**src/verilog/login_neg_pkg.sv**
```systemverilog
// Constants, field layouts and types for login class parameter negotiation
package login_neg_pkg;

    localparam int          NUM_CLASSES   = 3;
    localparam int          GROUP_BYTES   = 16;
    localparam logic [1:0]  CLASS1        = 2'h0;
    localparam logic [1:0]  CLASS2        = 2'h1;
    localparam logic [1:0]  CLASS3        = 2'h2;

    // Word 0 service option and initiator control positions
    localparam int          VALID_BIT     = 31;
    localparam int          INTERMIX_BIT  = 30;
    localparam int          STACK_HI_BIT  = 29;
    localparam int          STACK_LO_BIT  = 28;
    localparam int          SEQ_DLV_BIT   = 27;
    localparam int          XID_HI_BIT    = 15;
    localparam int          XID_LO_BIT    = 14;
    localparam int          IPA_HI_BIT    = 13;
    localparam int          IPA_LO_BIT    = 12;
    localparam int          INIT_ACK0_BIT = 11;
    localparam int          INIT_ACKN_BIT = 10;
    // Word 1 recipient control positions
    localparam int          RCPT_ACK0_BIT = 31;
    localparam int          RCPT_ACKN_BIT = 30;

    // Two-bit option field codes
    localparam logic [1:0]  OPT_NOT_SUP   = 2'h0;
    localparam logic [1:0]  OPT_SUP       = 2'h1;
    localparam logic [1:0]  OPT_RSVD      = 2'h2;
    localparam logic [1:0]  OPT_REQ       = 2'h3;

    // One sixteen-byte class parameter group
    typedef struct packed {
        logic [31:0] word3;
        logic [31:0] word2;
        logic [31:0] word1;
        logic [31:0] word0;
    } class_svc_t;

    typedef class_svc_t [NUM_CLASSES-1:0] svc_set_t;

    typedef enum logic [1:0] {
        ACK_FORM_1 = 2'h0,
        ACK_FORM_N = 2'h1,
        ACK_FORM_0 = 2'h2
    } ack_form_t;

    // Negotiated features of one class
    typedef struct packed {
        logic      supported;
        logic      intermix;
        logic      xid_reassign;
        logic      xid_req_local;
        logic      ipa_supply;
        logic      interlock;
        ack_form_t ack_out;
        ack_form_t ack_in;
    } feat_t;

    typedef feat_t [NUM_CLASSES-1:0] feat_set_t;

    typedef enum logic [2:0] {
        ST_IDLE   = 3'h1,
        ST_EVAL   = 3'h2,
        ST_LOGGED = 3'h4
    } login_state_t;

endpackage

```
**src/verilog/login_negotiator.sv**
```systemverilog
// Per-class service parameter negotiation at port-to-port login
//
// Summary of operation
// A class group with word 0 bit 31 clear is unsupported and ignored.
// Groups map to classes by position: first class 1, second 2, third 3.
// Class 1 intermix works only when both ports set word 0 bit 30.
// Without intermix, drop any class 1 connection before class 2/3 frames.
// In class 2 and 3 word 0 bit 30 is reserved, no intermix meaning.
// Stacked connect-request and sequential delivery bits are disregarded.
// X_ID reassign field: 00 none, 01 supported, 10 reserved, 11 required.
// When reassignment is required, send association header at start/points.
// Responder rejects when one side requires reassignment, other lacks it.
// Negotiated X_ID reassignment also forces X_ID interlock.
// Initial associator field decoded like the reassign field; 11 required.
// A supporting port supplies initial associator header on originating.
// Required or supported initial associator forces interlock in class 1/2.
// Responder rejects when one side requires associator, other lacks it.
// Word 0 bit 11 is initiator ACK_0 ability, classes 1 and 2 only.
// ACK_0 enabled only with initiator word 0 bit 11, recipient word 1 bit 31.
// Enabled ACK_0 is preferred over ACK_N and ACK_1.
// With ACK_0, both ends run infinite buffering, one ACK_0 per sequence.
// Process policy with infinite buffers needs ACK_0; discard allows it.
// ACK_1 is always available; ACK_0 and ACK_N only via login bits.
// Word 0 bit 10 is initiator ACK_N ability, classes 1 and 2 only.
// ACK_N needs initiator bit 10 and recipient word 1 bit 30; beats ACK_1.
// Negotiated results latch at login and hold until logout, new login or reset.
`timescale 1ns/100ps

module login_negotiator (
    input  wire logic                    clk,             // Clock, 100 MHz
    input  wire logic                    resetn,          // Async reset, low
    input  wire logic                    ce,              // Clock enable
    input  wire logic                    login_req,       // Login params valid
    input  wire logic                    is_responder,    // We answer login
    input  wire logic                    logout,          // Drop login state
    input  wire login_neg_pkg::svc_set_t local_svc,       // Our class groups
    input  wire login_neg_pkg::svc_set_t peer_svc,        // Peer class groups
    output logic                         login_acc,       // Accept pulse
    output logic                         login_rjt,       // Reject pulse
    output logic                         rjt_xid_conflict, // Reason: X_ID
    output logic                         rjt_ipa_conflict, // Reason: assoc
    output logic                         logged_in,       // Results valid
    output login_neg_pkg::feat_set_t     feat,            // Latched features
    input  wire logic                    tx_req,          // Frame wants to go
    input  wire logic [1:0]              tx_class,        // Its class index
    input  wire logic                    c1_active,       // Class 1 conn up
    output logic                         tx_ok,           // Frame may go
    output logic                         c1_remove,       // Tear down class 1
    input  wire logic                    exch_start,      // We open exchange
    input  wire logic                    xid_point,       // X_ID reassign here
    input  wire logic [1:0]              exch_class,      // Exchange class
    input  wire logic                    inf_buf_policy,  // Process, inf. buf
    output logic                         assoc_hdr_send,  // Send assoc header
    output logic                         assoc_hdr_ipa,   // With initial value
    output logic                         policy_ok        // Policy usable
);

    import login_neg_pkg::*;

    // Parameters are captured on the edge that takes login_req and judged
    // in the single evaluation cycle after it; the verdict pulse follows.
    // is_responder is read in that evaluation cycle, not at the request.

    function automatic logic opt_supports(input logic [1:0] m);
        // Reserved code counts as no support
        opt_supports = (m == OPT_SUP) || (m == OPT_REQ);
    endfunction

    function automatic logic opt_requires(input logic [1:0] m);
        opt_requires = (m == OPT_REQ);
    endfunction

    function automatic logic opt_conflict(input logic [1:0] a,
                                          input logic [1:0] b);
        opt_conflict = (opt_requires(a) && !opt_supports(b)) ||
                       (opt_requires(b) && !opt_supports(a));
    endfunction

    function automatic logic [1:0] xid_field(input logic [31:0] w);
        xid_field = w[XID_HI_BIT:XID_LO_BIT];
    endfunction

    function automatic logic [1:0] ipa_field(input logic [31:0] w);
        ipa_field = w[IPA_HI_BIT:IPA_LO_BIT];
    endfunction

    function automatic logic ack_class(input logic [1:0] cls);
        ack_class = (cls == CLASS1) || (cls == CLASS2);
    endfunction

    // Index 3 names no class; every table lookup is guarded by this
    function automatic logic class_ok(input logic [1:0] cls);
        class_ok = (cls == CLASS1) || (cls == CLASS2) || (cls == CLASS3);
    endfunction

    // Initiator word 0 against recipient word 1 for one direction
    function automatic ack_form_t ack_pick(input logic [1:0]  cls,
                                           input logic [31:0] init_w0,
                                           input logic [31:0] rcpt_w1);
        if (!ack_class(cls)) begin
            ack_pick = ACK_FORM_1;
        end else if (init_w0[INIT_ACK0_BIT] && rcpt_w1[RCPT_ACK0_BIT]) begin
            ack_pick = ACK_FORM_0;
        end else if (init_w0[INIT_ACKN_BIT] && rcpt_w1[RCPT_ACKN_BIT]) begin
            ack_pick = ACK_FORM_N;
        end else begin
            ack_pick = ACK_FORM_1;
        end
    endfunction

    // Bits 29..27 are never read here: no stacked or sequential meaning
    function automatic feat_t eval_class(input logic [1:0]  cls,
                                         input class_svc_t  loc,
                                         input class_svc_t  peer);
        feat_t      f;
        logic       both;
        logic       c12;
        logic [1:0] lx;
        logic [1:0] px;
        logic [1:0] li;
        logic [1:0] pi;
        f    = '0;
        both = loc.word0[VALID_BIT] && peer.word0[VALID_BIT];
        c12  = ack_class(cls);
        lx   = xid_field(loc.word0);
        px   = xid_field(peer.word0);
        li   = ipa_field(loc.word0);
        pi   = ipa_field(peer.word0);
        if (both) begin
            f.supported     = 1'b1;
            f.intermix      = (cls == CLASS1) &&
                              loc.word0[INTERMIX_BIT] &&
                              peer.word0[INTERMIX_BIT];
            f.xid_reassign  = c12 && opt_supports(lx) &&
                              opt_supports(px);
            f.xid_req_local = c12 && opt_requires(lx);
            f.ipa_supply    = c12 && opt_supports(li) &&
                              opt_supports(pi);
            f.interlock     = f.xid_reassign || f.ipa_supply;
            f.ack_out       = ack_pick(cls, loc.word0, peer.word1);
            f.ack_in        = ack_pick(cls, peer.word0, loc.word1);
        end
        eval_class = f;
    endfunction

    function automatic logic xid_conf(input logic [1:0] cls,
                                      input class_svc_t loc,
                                      input class_svc_t peer);
        xid_conf = ack_class(cls) && loc.word0[VALID_BIT] &&
                   peer.word0[VALID_BIT] &&
                   opt_conflict(xid_field(loc.word0),
                                xid_field(peer.word0));
    endfunction

    function automatic logic ipa_conf(input logic [1:0] cls,
                                      input class_svc_t loc,
                                      input class_svc_t peer);
        ipa_conf = ack_class(cls) && loc.word0[VALID_BIT] &&
                   peer.word0[VALID_BIT] &&
                   opt_conflict(ipa_field(loc.word0),
                                ipa_field(peer.word0));
    endfunction

    login_state_t state_q;
    login_state_t state_d;
    svc_set_t     loc_q;
    svc_set_t     loc_d;
    svc_set_t     peer_q;
    svc_set_t     peer_d;
    feat_set_t    feat_q;
    feat_set_t    feat_d;
    feat_set_t    feat_eval;
    feat_t        tx_feat;
    feat_t        ex_feat;
    logic [NUM_CLASSES-1:0] xid_c;
    logic [NUM_CLASSES-1:0] ipa_c;

    // Each output register sits beside its next value
    logic         acc_q;
    logic         acc_d;
    logic         rjt_q;
    logic         rjt_d;
    logic         rjt_xid_q;
    logic         rjt_xid_d;
    logic         rjt_ipa_q;
    logic         rjt_ipa_d;
    logic         c1_remove_q;
    logic         c1_remove_d;
    logic         assoc_q;
    logic         assoc_d;
    logic         assoc_ipa_q;
    logic         assoc_ipa_d;
    logic         policy_q;
    logic         policy_d;

    // Position in the parameter block selects the class
    for (genvar i = 0; i < NUM_CLASSES; i++) begin : g_cls
        assign feat_eval[i] = eval_class(2'(i), loc_q[i], peer_q[i]);
        assign xid_c[i]     = xid_conf(2'(i), loc_q[i], peer_q[i]);
        assign ipa_c[i]     = ipa_conf(2'(i), loc_q[i], peer_q[i]);
    end

    // Only the answering side refuses; an originator leaves it to the peer
    wire   any_xid_c  = |xid_c;
    wire   any_ipa_c  = |ipa_c;
    wire   reject     = is_responder && (any_xid_c || any_ipa_c);
    wire   in_eval    = (state_q == ST_EVAL);
    wire   take_login = login_req && (state_q != ST_EVAL);

    always_comb begin
        state_d = state_q;
        case (state_q)
            ST_IDLE: begin
                if (login_req) begin
                    state_d = ST_EVAL;
                end
            end
            ST_EVAL: begin
                // A logout racing the verdict wins: no empty login remains
                if (logout || reject) begin
                    state_d = ST_IDLE;
                end else begin
                    state_d = ST_LOGGED;
                end
            end
            ST_LOGGED: begin
                if (logout) begin
                    state_d = ST_IDLE;
                end else if (login_req) begin
                    state_d = ST_EVAL;
                end
            end
            default: begin
                state_d = ST_IDLE;
            end
        endcase
    end

    // Parameters stay put from the taking edge until the next login
    assign loc_d  = take_login ? local_svc : loc_q;
    assign peer_d = take_login ? peer_svc : peer_q;

    always_ff @(posedge clk or negedge resetn) begin
        if (!resetn) begin
            state_q <= ST_IDLE;
            loc_q   <= '0;
            peer_q  <= '0;
        end else if (ce) begin
            state_q <= state_d;
            loc_q   <= loc_d;
            peer_q  <= peer_d;
        end
    end

    // Clearing wins over loading so a refused login leaves nothing behind
    wire   feat_clr = logout || take_login || (in_eval && reject);
    assign feat_d   = feat_clr ? '0 : in_eval ? feat_eval : feat_q;

    // Results are frozen between logins so frame logic never sees a blend
    always_ff @(posedge clk or negedge resetn) begin
        if (!resetn) begin
            feat_q <= '0;
        end else if (ce) begin
            feat_q <= feat_d;
        end
    end

    // Reasons only move on an evaluation, so they outlive the pulse
    assign acc_d     = in_eval && !reject && !logout;
    assign rjt_d     = in_eval && reject;
    assign rjt_xid_d = in_eval ? (reject && any_xid_c) : rjt_xid_q;
    assign rjt_ipa_d = in_eval ? (reject && any_ipa_c) : rjt_ipa_q;

    always_ff @(posedge clk or negedge resetn) begin
        if (!resetn) begin
            acc_q     <= 1'b0;
            rjt_q     <= 1'b0;
            rjt_xid_q <= 1'b0;
            rjt_ipa_q <= 1'b0;
        end else if (ce) begin
            acc_q     <= acc_d;
            rjt_q     <= rjt_d;
            rjt_xid_q <= rjt_xid_d;
            rjt_ipa_q <= rjt_ipa_d;
        end
    end

    // Frame gating for class 2/3 against a live class 1 connection
    assign tx_feat     = feat_q[class_ok(tx_class) ? tx_class : CLASS1];
    wire   c1_feat_mix = feat_q[CLASS1].intermix;
    wire   tx_is_c1    = (tx_class == CLASS1);
    wire   tx_cls_ok   = class_ok(tx_class) && tx_feat.supported;
    wire   blocked_c1  = !tx_is_c1 && c1_active && !c1_feat_mix;
    wire   tx_held     = tx_req && logged_in && tx_cls_ok;

    // Request stands until the connection is really gone
    assign c1_remove_d = (tx_held && blocked_c1) ||
                         (c1_remove_q && c1_active);

    assign tx_ok = tx_held && !blocked_c1;

    always_ff @(posedge clk or negedge resetn) begin
        if (!resetn) begin
            c1_remove_q <= 1'b0;
        end else if (ce) begin
            c1_remove_q <= c1_remove_d;
        end
    end

    // Association header requests per exchange event
    wire   ex_ok      = class_ok(exch_class) && logged_in;
    assign ex_feat    = feat_q[ex_ok ? exch_class : CLASS1];
    wire   hdr_xid    = ex_ok && ex_feat.xid_req_local &&
                        (exch_start || xid_point);
    wire   hdr_ipa    = ex_ok && ex_feat.ipa_supply && exch_start;
    // Process policy with infinite buffers is legal only over ACK_0
    wire   pol_ack0   = ex_ok && (ex_feat.ack_out == ACK_FORM_0);
    assign assoc_d     = hdr_xid || hdr_ipa;
    assign assoc_ipa_d = hdr_ipa;
    assign policy_d    = inf_buf_policy ? pol_ack0 : ex_ok;

    always_ff @(posedge clk or negedge resetn) begin
        if (!resetn) begin
            assoc_q     <= 1'b0;
            assoc_ipa_q <= 1'b0;
            policy_q    <= 1'b0;
        end else if (ce) begin
            assoc_q     <= assoc_d;
            assoc_ipa_q <= assoc_ipa_d;
            policy_q    <= policy_d;
        end
    end

    assign login_acc        = acc_q;
    assign login_rjt        = rjt_q;
    assign rjt_xid_conflict = rjt_xid_q;
    assign rjt_ipa_conflict = rjt_ipa_q;
    assign logged_in        = (state_q == ST_LOGGED);
    assign feat             = feat_q;
    assign c1_remove        = c1_remove_q;
    assign assoc_hdr_send   = assoc_q;
    assign assoc_hdr_ipa    = assoc_ipa_q;
    assign policy_ok        = policy_q;

endmodule
```
**config.mk**
```make
export PLATFORM = sky130hd
export DESIGN_NAME = login_negotiator
export DESIGN_NICKNAME = d
export VERILOG_FILES = /design/src/verilog/login_neg_pkg.sv /design/src/verilog/login_negotiator.sv
export SDC_FILE = /design/constraint.sdc
export NUM_CORES = 1
export LEC_CHECK = 0
export ABC_CLOCK_PERIOD_IN_PS = 1600
export BUFFER_PORTS_ARGS = -buffer_cell sky130_fd_sc_hd__buf_2
export CORE_AREA = 2 2 319 321
export CTS_CLUSTER_SIZE = 25
export DETAILED_ROUTE_END_ITERATION = 7
export DIE_AREA = 0 0 321 323
export GPL_TIMING_DRIVEN = 1
export PLACE_DENSITY = 0.32
export SYNTH_ARGS = -nofsm -noshare
export SYNTH_HDL_FRONTEND = slang
export SYNTH_SLANG_ARGS = --single-unit
```
**constraint.sdc**
```tcl
create_clock -name clk -period 1.6 [get_ports clk]
set_clock_uncertainty 0.15 [all_clocks]
set_input_delay 0.24 -clock clk [delete_from_list [all_inputs] [get_ports clk]]
set_output_delay 0.24 -clock clk [all_outputs]
set_load 0.03 [all_outputs]
```
==> summary.txt <==
Worst setup path
  – Startpoint Class: register
  – Crit path DAT: approximately 1.5 ns
  – CP Capture Type: output pin
  – Worst setup startpoint: feat[29]$_DFFE_PN0P_
  – Crit path buffers/inverters: 1
  – Slowest stage delay, CP: 0.37 ns
  – Critical Path RT: 1.21 ns
  – Crit-path cells: nand2_2, a2111oi_4, nor2b_4, buf_8
  – Crit path kind: reg -> out
  – CP max stage cell: dfrtp_2
  – Reg2reg start: state_q[0]$_DFFE_PN1P_
  – Family with the most delay on the worst path: flip-flops
  – Worst Path Max Fanout: 2

Floorplanning
  – Core box area: between 100000 and 150000 um^2
  – Die area: between 100000 and 150000 um^2
  – Die W: between 300 and 400 um
  – Die H: 323 um
  – Number of I/O pins: 823
  – # rows: 117
  – Initial Util: 0.0320

Routing
  – Routed Antenna Nets: 0
  – Routed WL per cell: 10.9 um
  – DRT Wirelength: 19400 um
  – Post-DR vias/cell: 1.69
  – Remaining DRCs: 0
  – DR pass1 iterations: 4
  – First-iteration detailed-routing DRC count: 136
  – Detailed-route via count: between 3k and 4k

Clock tree
  – Clock root buffer master: clkbuf_16
  – H-tree levels: 3
  – Clk buf depth: 2
  – Num CTS Buffers: 9
  – Clock sink count: 71
  – CTS tree: built
  – CTS clk-pin slew, worst paths: 0.06 ns
  – Clk_lat worst skew: 0.35 ns

Timing
  – Worst setup margin: -0.313 ns
  – Least-Margin Pin Slew: 0.575 ns
  – Post-layout min period: 1.91 ns
  – Max-slew violations: 0
  – # setup viols final: 66
  – Worst hold slack: ~0.013 ns
  – Fmax: 0.523 GHz
  – Max-slew headroom: 0.617
  – RSZ-0062 raised after global routing: true
  – Part of the cycle the worst path needs: 1.20
  – Final Hold Fails: 0

Placement
  – Number of port buffers: 84
  – Place WS: -0.287 ns
  – Hpwl dp: 15000 um
  – Final GP Congestion: between 0.6 and 0.7

Logic synthesis
  – Avg Inst Size Synth: 11.3 um^2
  – Yosys cell types: 44
  – Synth Area in Adders: 0
  – Synth Register Bits: 71
  – Post-synth ARST share: 1.00
  – Synthesized area: 3220 um^2
  – Synth Area in Compound Gates: 0.0976
  – Cells after synthesis: between 200 and 300
  – EDFF count, synth: 0
  – Ys Warns: 0
  – Ys flop type: dfrtp_1
  – Main combinational cell family by area after synthesis: simple AND/OR/NAND/NOR gates
  – Xor and xnor fraction of the mapped netlist area: 0
  – Post-Synth Simple-Gate Area: 0.148
  – Seq/Total Area, Yosys: 0.552
  – Post-synthesis mux area share: 0.147

Status
  – Run status: finished with violations
  – Failing checks: negative setup slack

Pwr
  – Seq pwr share: 0.352
  – LEAKAGE: 2.69 nW
  – Peak supply drop: slightly above 0.0004 V
  – Sw Pwr: roughly 1.9 mW
  – Power Dens Cells: between 800 and 900 nW/um^2
  – Comb power frac: 0.289
  – Clock power frac: 0.359
  – Net Sw Frac: 0.294
  – Internal power: 4.50 mW

Final layout
  – Final #Nets: 1258
  – Share of cells above drive strength 1: 0.565
  – Area delta synth->final: 121%
  – Fill cells: 11.8k

GRT
  – First-pass GRT wire length: 25600 um
  – GR Overflow Total: 0
  – Largest net degree at the start of global routing: 32
  – Vias in the first global route: 3092
  – Initial antenna violation count: 20
  – All-Layer GR Usage: 0.0366

Flow run
  – Max-cap violations: 0

Min path
  – HP Class: in -> reg
  – Worst Min Path Start: is_responder
worst reg2reg max path, stage by stage (launching register included):
cell,delay (ns)
dfstp_2,0.57
nor3b_4,0.06
buf_4,0.14
nor2_4,0.15
buf_6,0.18
buf_12,0.16
mux2_4,0.33
synth_stat cells (4+ instances only):
| master | count | area share |
|---|---|---|
| dfrtp_1 | 70 | 0.54 |
| nand2_1 | 47 | 0.055 |
| mux2_2 | 41 | 0.14 |
| o21ai_0 | 13 | 0.020 |
| buf_4 | 11 | 0.026 |
| or4_1 | 11 | 0.026 |
| o21ai_1 | 9 | 0.014 |
| nand3b_1 | 8 | 0.019 |
| nor2_1 | 8 | 0.0093 |
| o31ai_1 | 7 | 0.016 |
| a21oi_1 | 6 | 0.0093 |
| buf_2 | 6 | 0.0093 |
| clkbuf_1 | 6 | 0.0070 |
| inv_1 | 4 | 0.0047 |
| nand4_1 | 4 | 0.0078 |
power groups by stage:
| stage | Combinational, mW | Clock [mW] | Sequential, mW |
|---|---|---|---|
| finish | 1.84 | 2.29 | 2.24 |
| global route | 2.00 | 2.46 | 2.28 |
| CTS | 1.62 | 2.37 | 2.24 |
| detailed placement | 1.31 | 0 | 2.26 |
| global placement | 1.30 | 0 | 2.26 |
| floorplan | 0.662 | 0 | 2.25 |
worst paths after layout:
path,to,slack (ns),depth (start not counted)
min,rjt_ipa_conflict$_DFFE_PN0P_,0.01,3
min reg2reg,feat[4]$_DFFE_PN0P_,0.33,2
max reg2reg,loc_q[191]$_DFFE_PN0P_,-0.27,6
max,tx_ok,-0.31,4
min in group asynchronous,peer_q[190]$_DFFE_PN0P_,0.27,2
max in group asynchronous,loc_q[10]$_DFFE_PN0P_,0.48,3
per-layer routing:
layer / wire length [um] / GRT usage
met1: 9910 / 0.0513
met2: 6750 / 0.0444
met3: 2370 / 0.0249
met4: 286 / 0.00685
met5: 118 / 0
state kept, by name, summed over array words and instances, names as in the netlist, 3 cells and up:
register and count:
peer_q 20, feat 19, loc_q 20, state_q 3
through the flow:
stage / util / instance area [um^2] / std cells / setup TNS (ns) / power (mW)
final: 0.0707 / 7120 / 1790 / -14.28 / 6.37
after floorplan: - / 3380 / 295 / -3.20 / 2.92
after detailed placement: 0.0565 / 5700 / 1711 / -12.40 / 3.57
after CTS: 0.0673 / 6780 / 1776 / -12.40 / 6.23
after global placement: 0.0565 / 5700 / 1711 / -13.26 / 3.56
after global routing: 0.0707 / 7120 / 1790 / -17.65 / 6.74
layout by cell type (no fill, tap or decap), drive strengths merged, types with 3 or more instances in the layout:
| cell | count |
|---|---|
| buf | 152 |
| dfrtp | 70 |
| nand2 | 49 |
| mux2 | 41 |
| dlygate4sd3 | 39 |
| o21ai | 22 |
| clkbuf | 14 |
| or4 | 11 |
| conb | 10 |
| nand3b | 8 |
| nor2 | 8 |
| o31ai | 7 |
| a21oi | 6 |
| inv | 5 |
| nand4 | 4 |
| a21o | 3 |
| clkinv | 3 |
cells by family after synthesis:
kind of cell | after synthesis
AOI/OAI and AO/OA | 49
muxes | 42
and+or+nand+nor | 92
buffers and inverters | 31
DFF | 71
other | 1
cell type report:
type | count | area (um^2) | share of cell area
sequential | 71 | 1780 | 0.250
multi-input combinational | 194 | 1740 | 0.245
tap | 1309 | 1640 | 0.230
timing repair buffer | 194 | 1600 | 0.225
clock buffer | 11 | 253 | 0.0355
clock inverter | 5 | 78.8 | 0.0111
inverter | 5 | 21.3 | 0.00299
antenna | 1 | 2.50 | 0.000352
timing repair:
item                       4_1_cts  5_1_grt
cloned                           3        4
pin swaps                       14       18
hold endpoints to repair        65        0
hold buffers                    39        0
setup endpoints to repair       67       69
gates resized for setup         69       47
setup buffers                    9       10
Power figures use the tool's default switching activity.
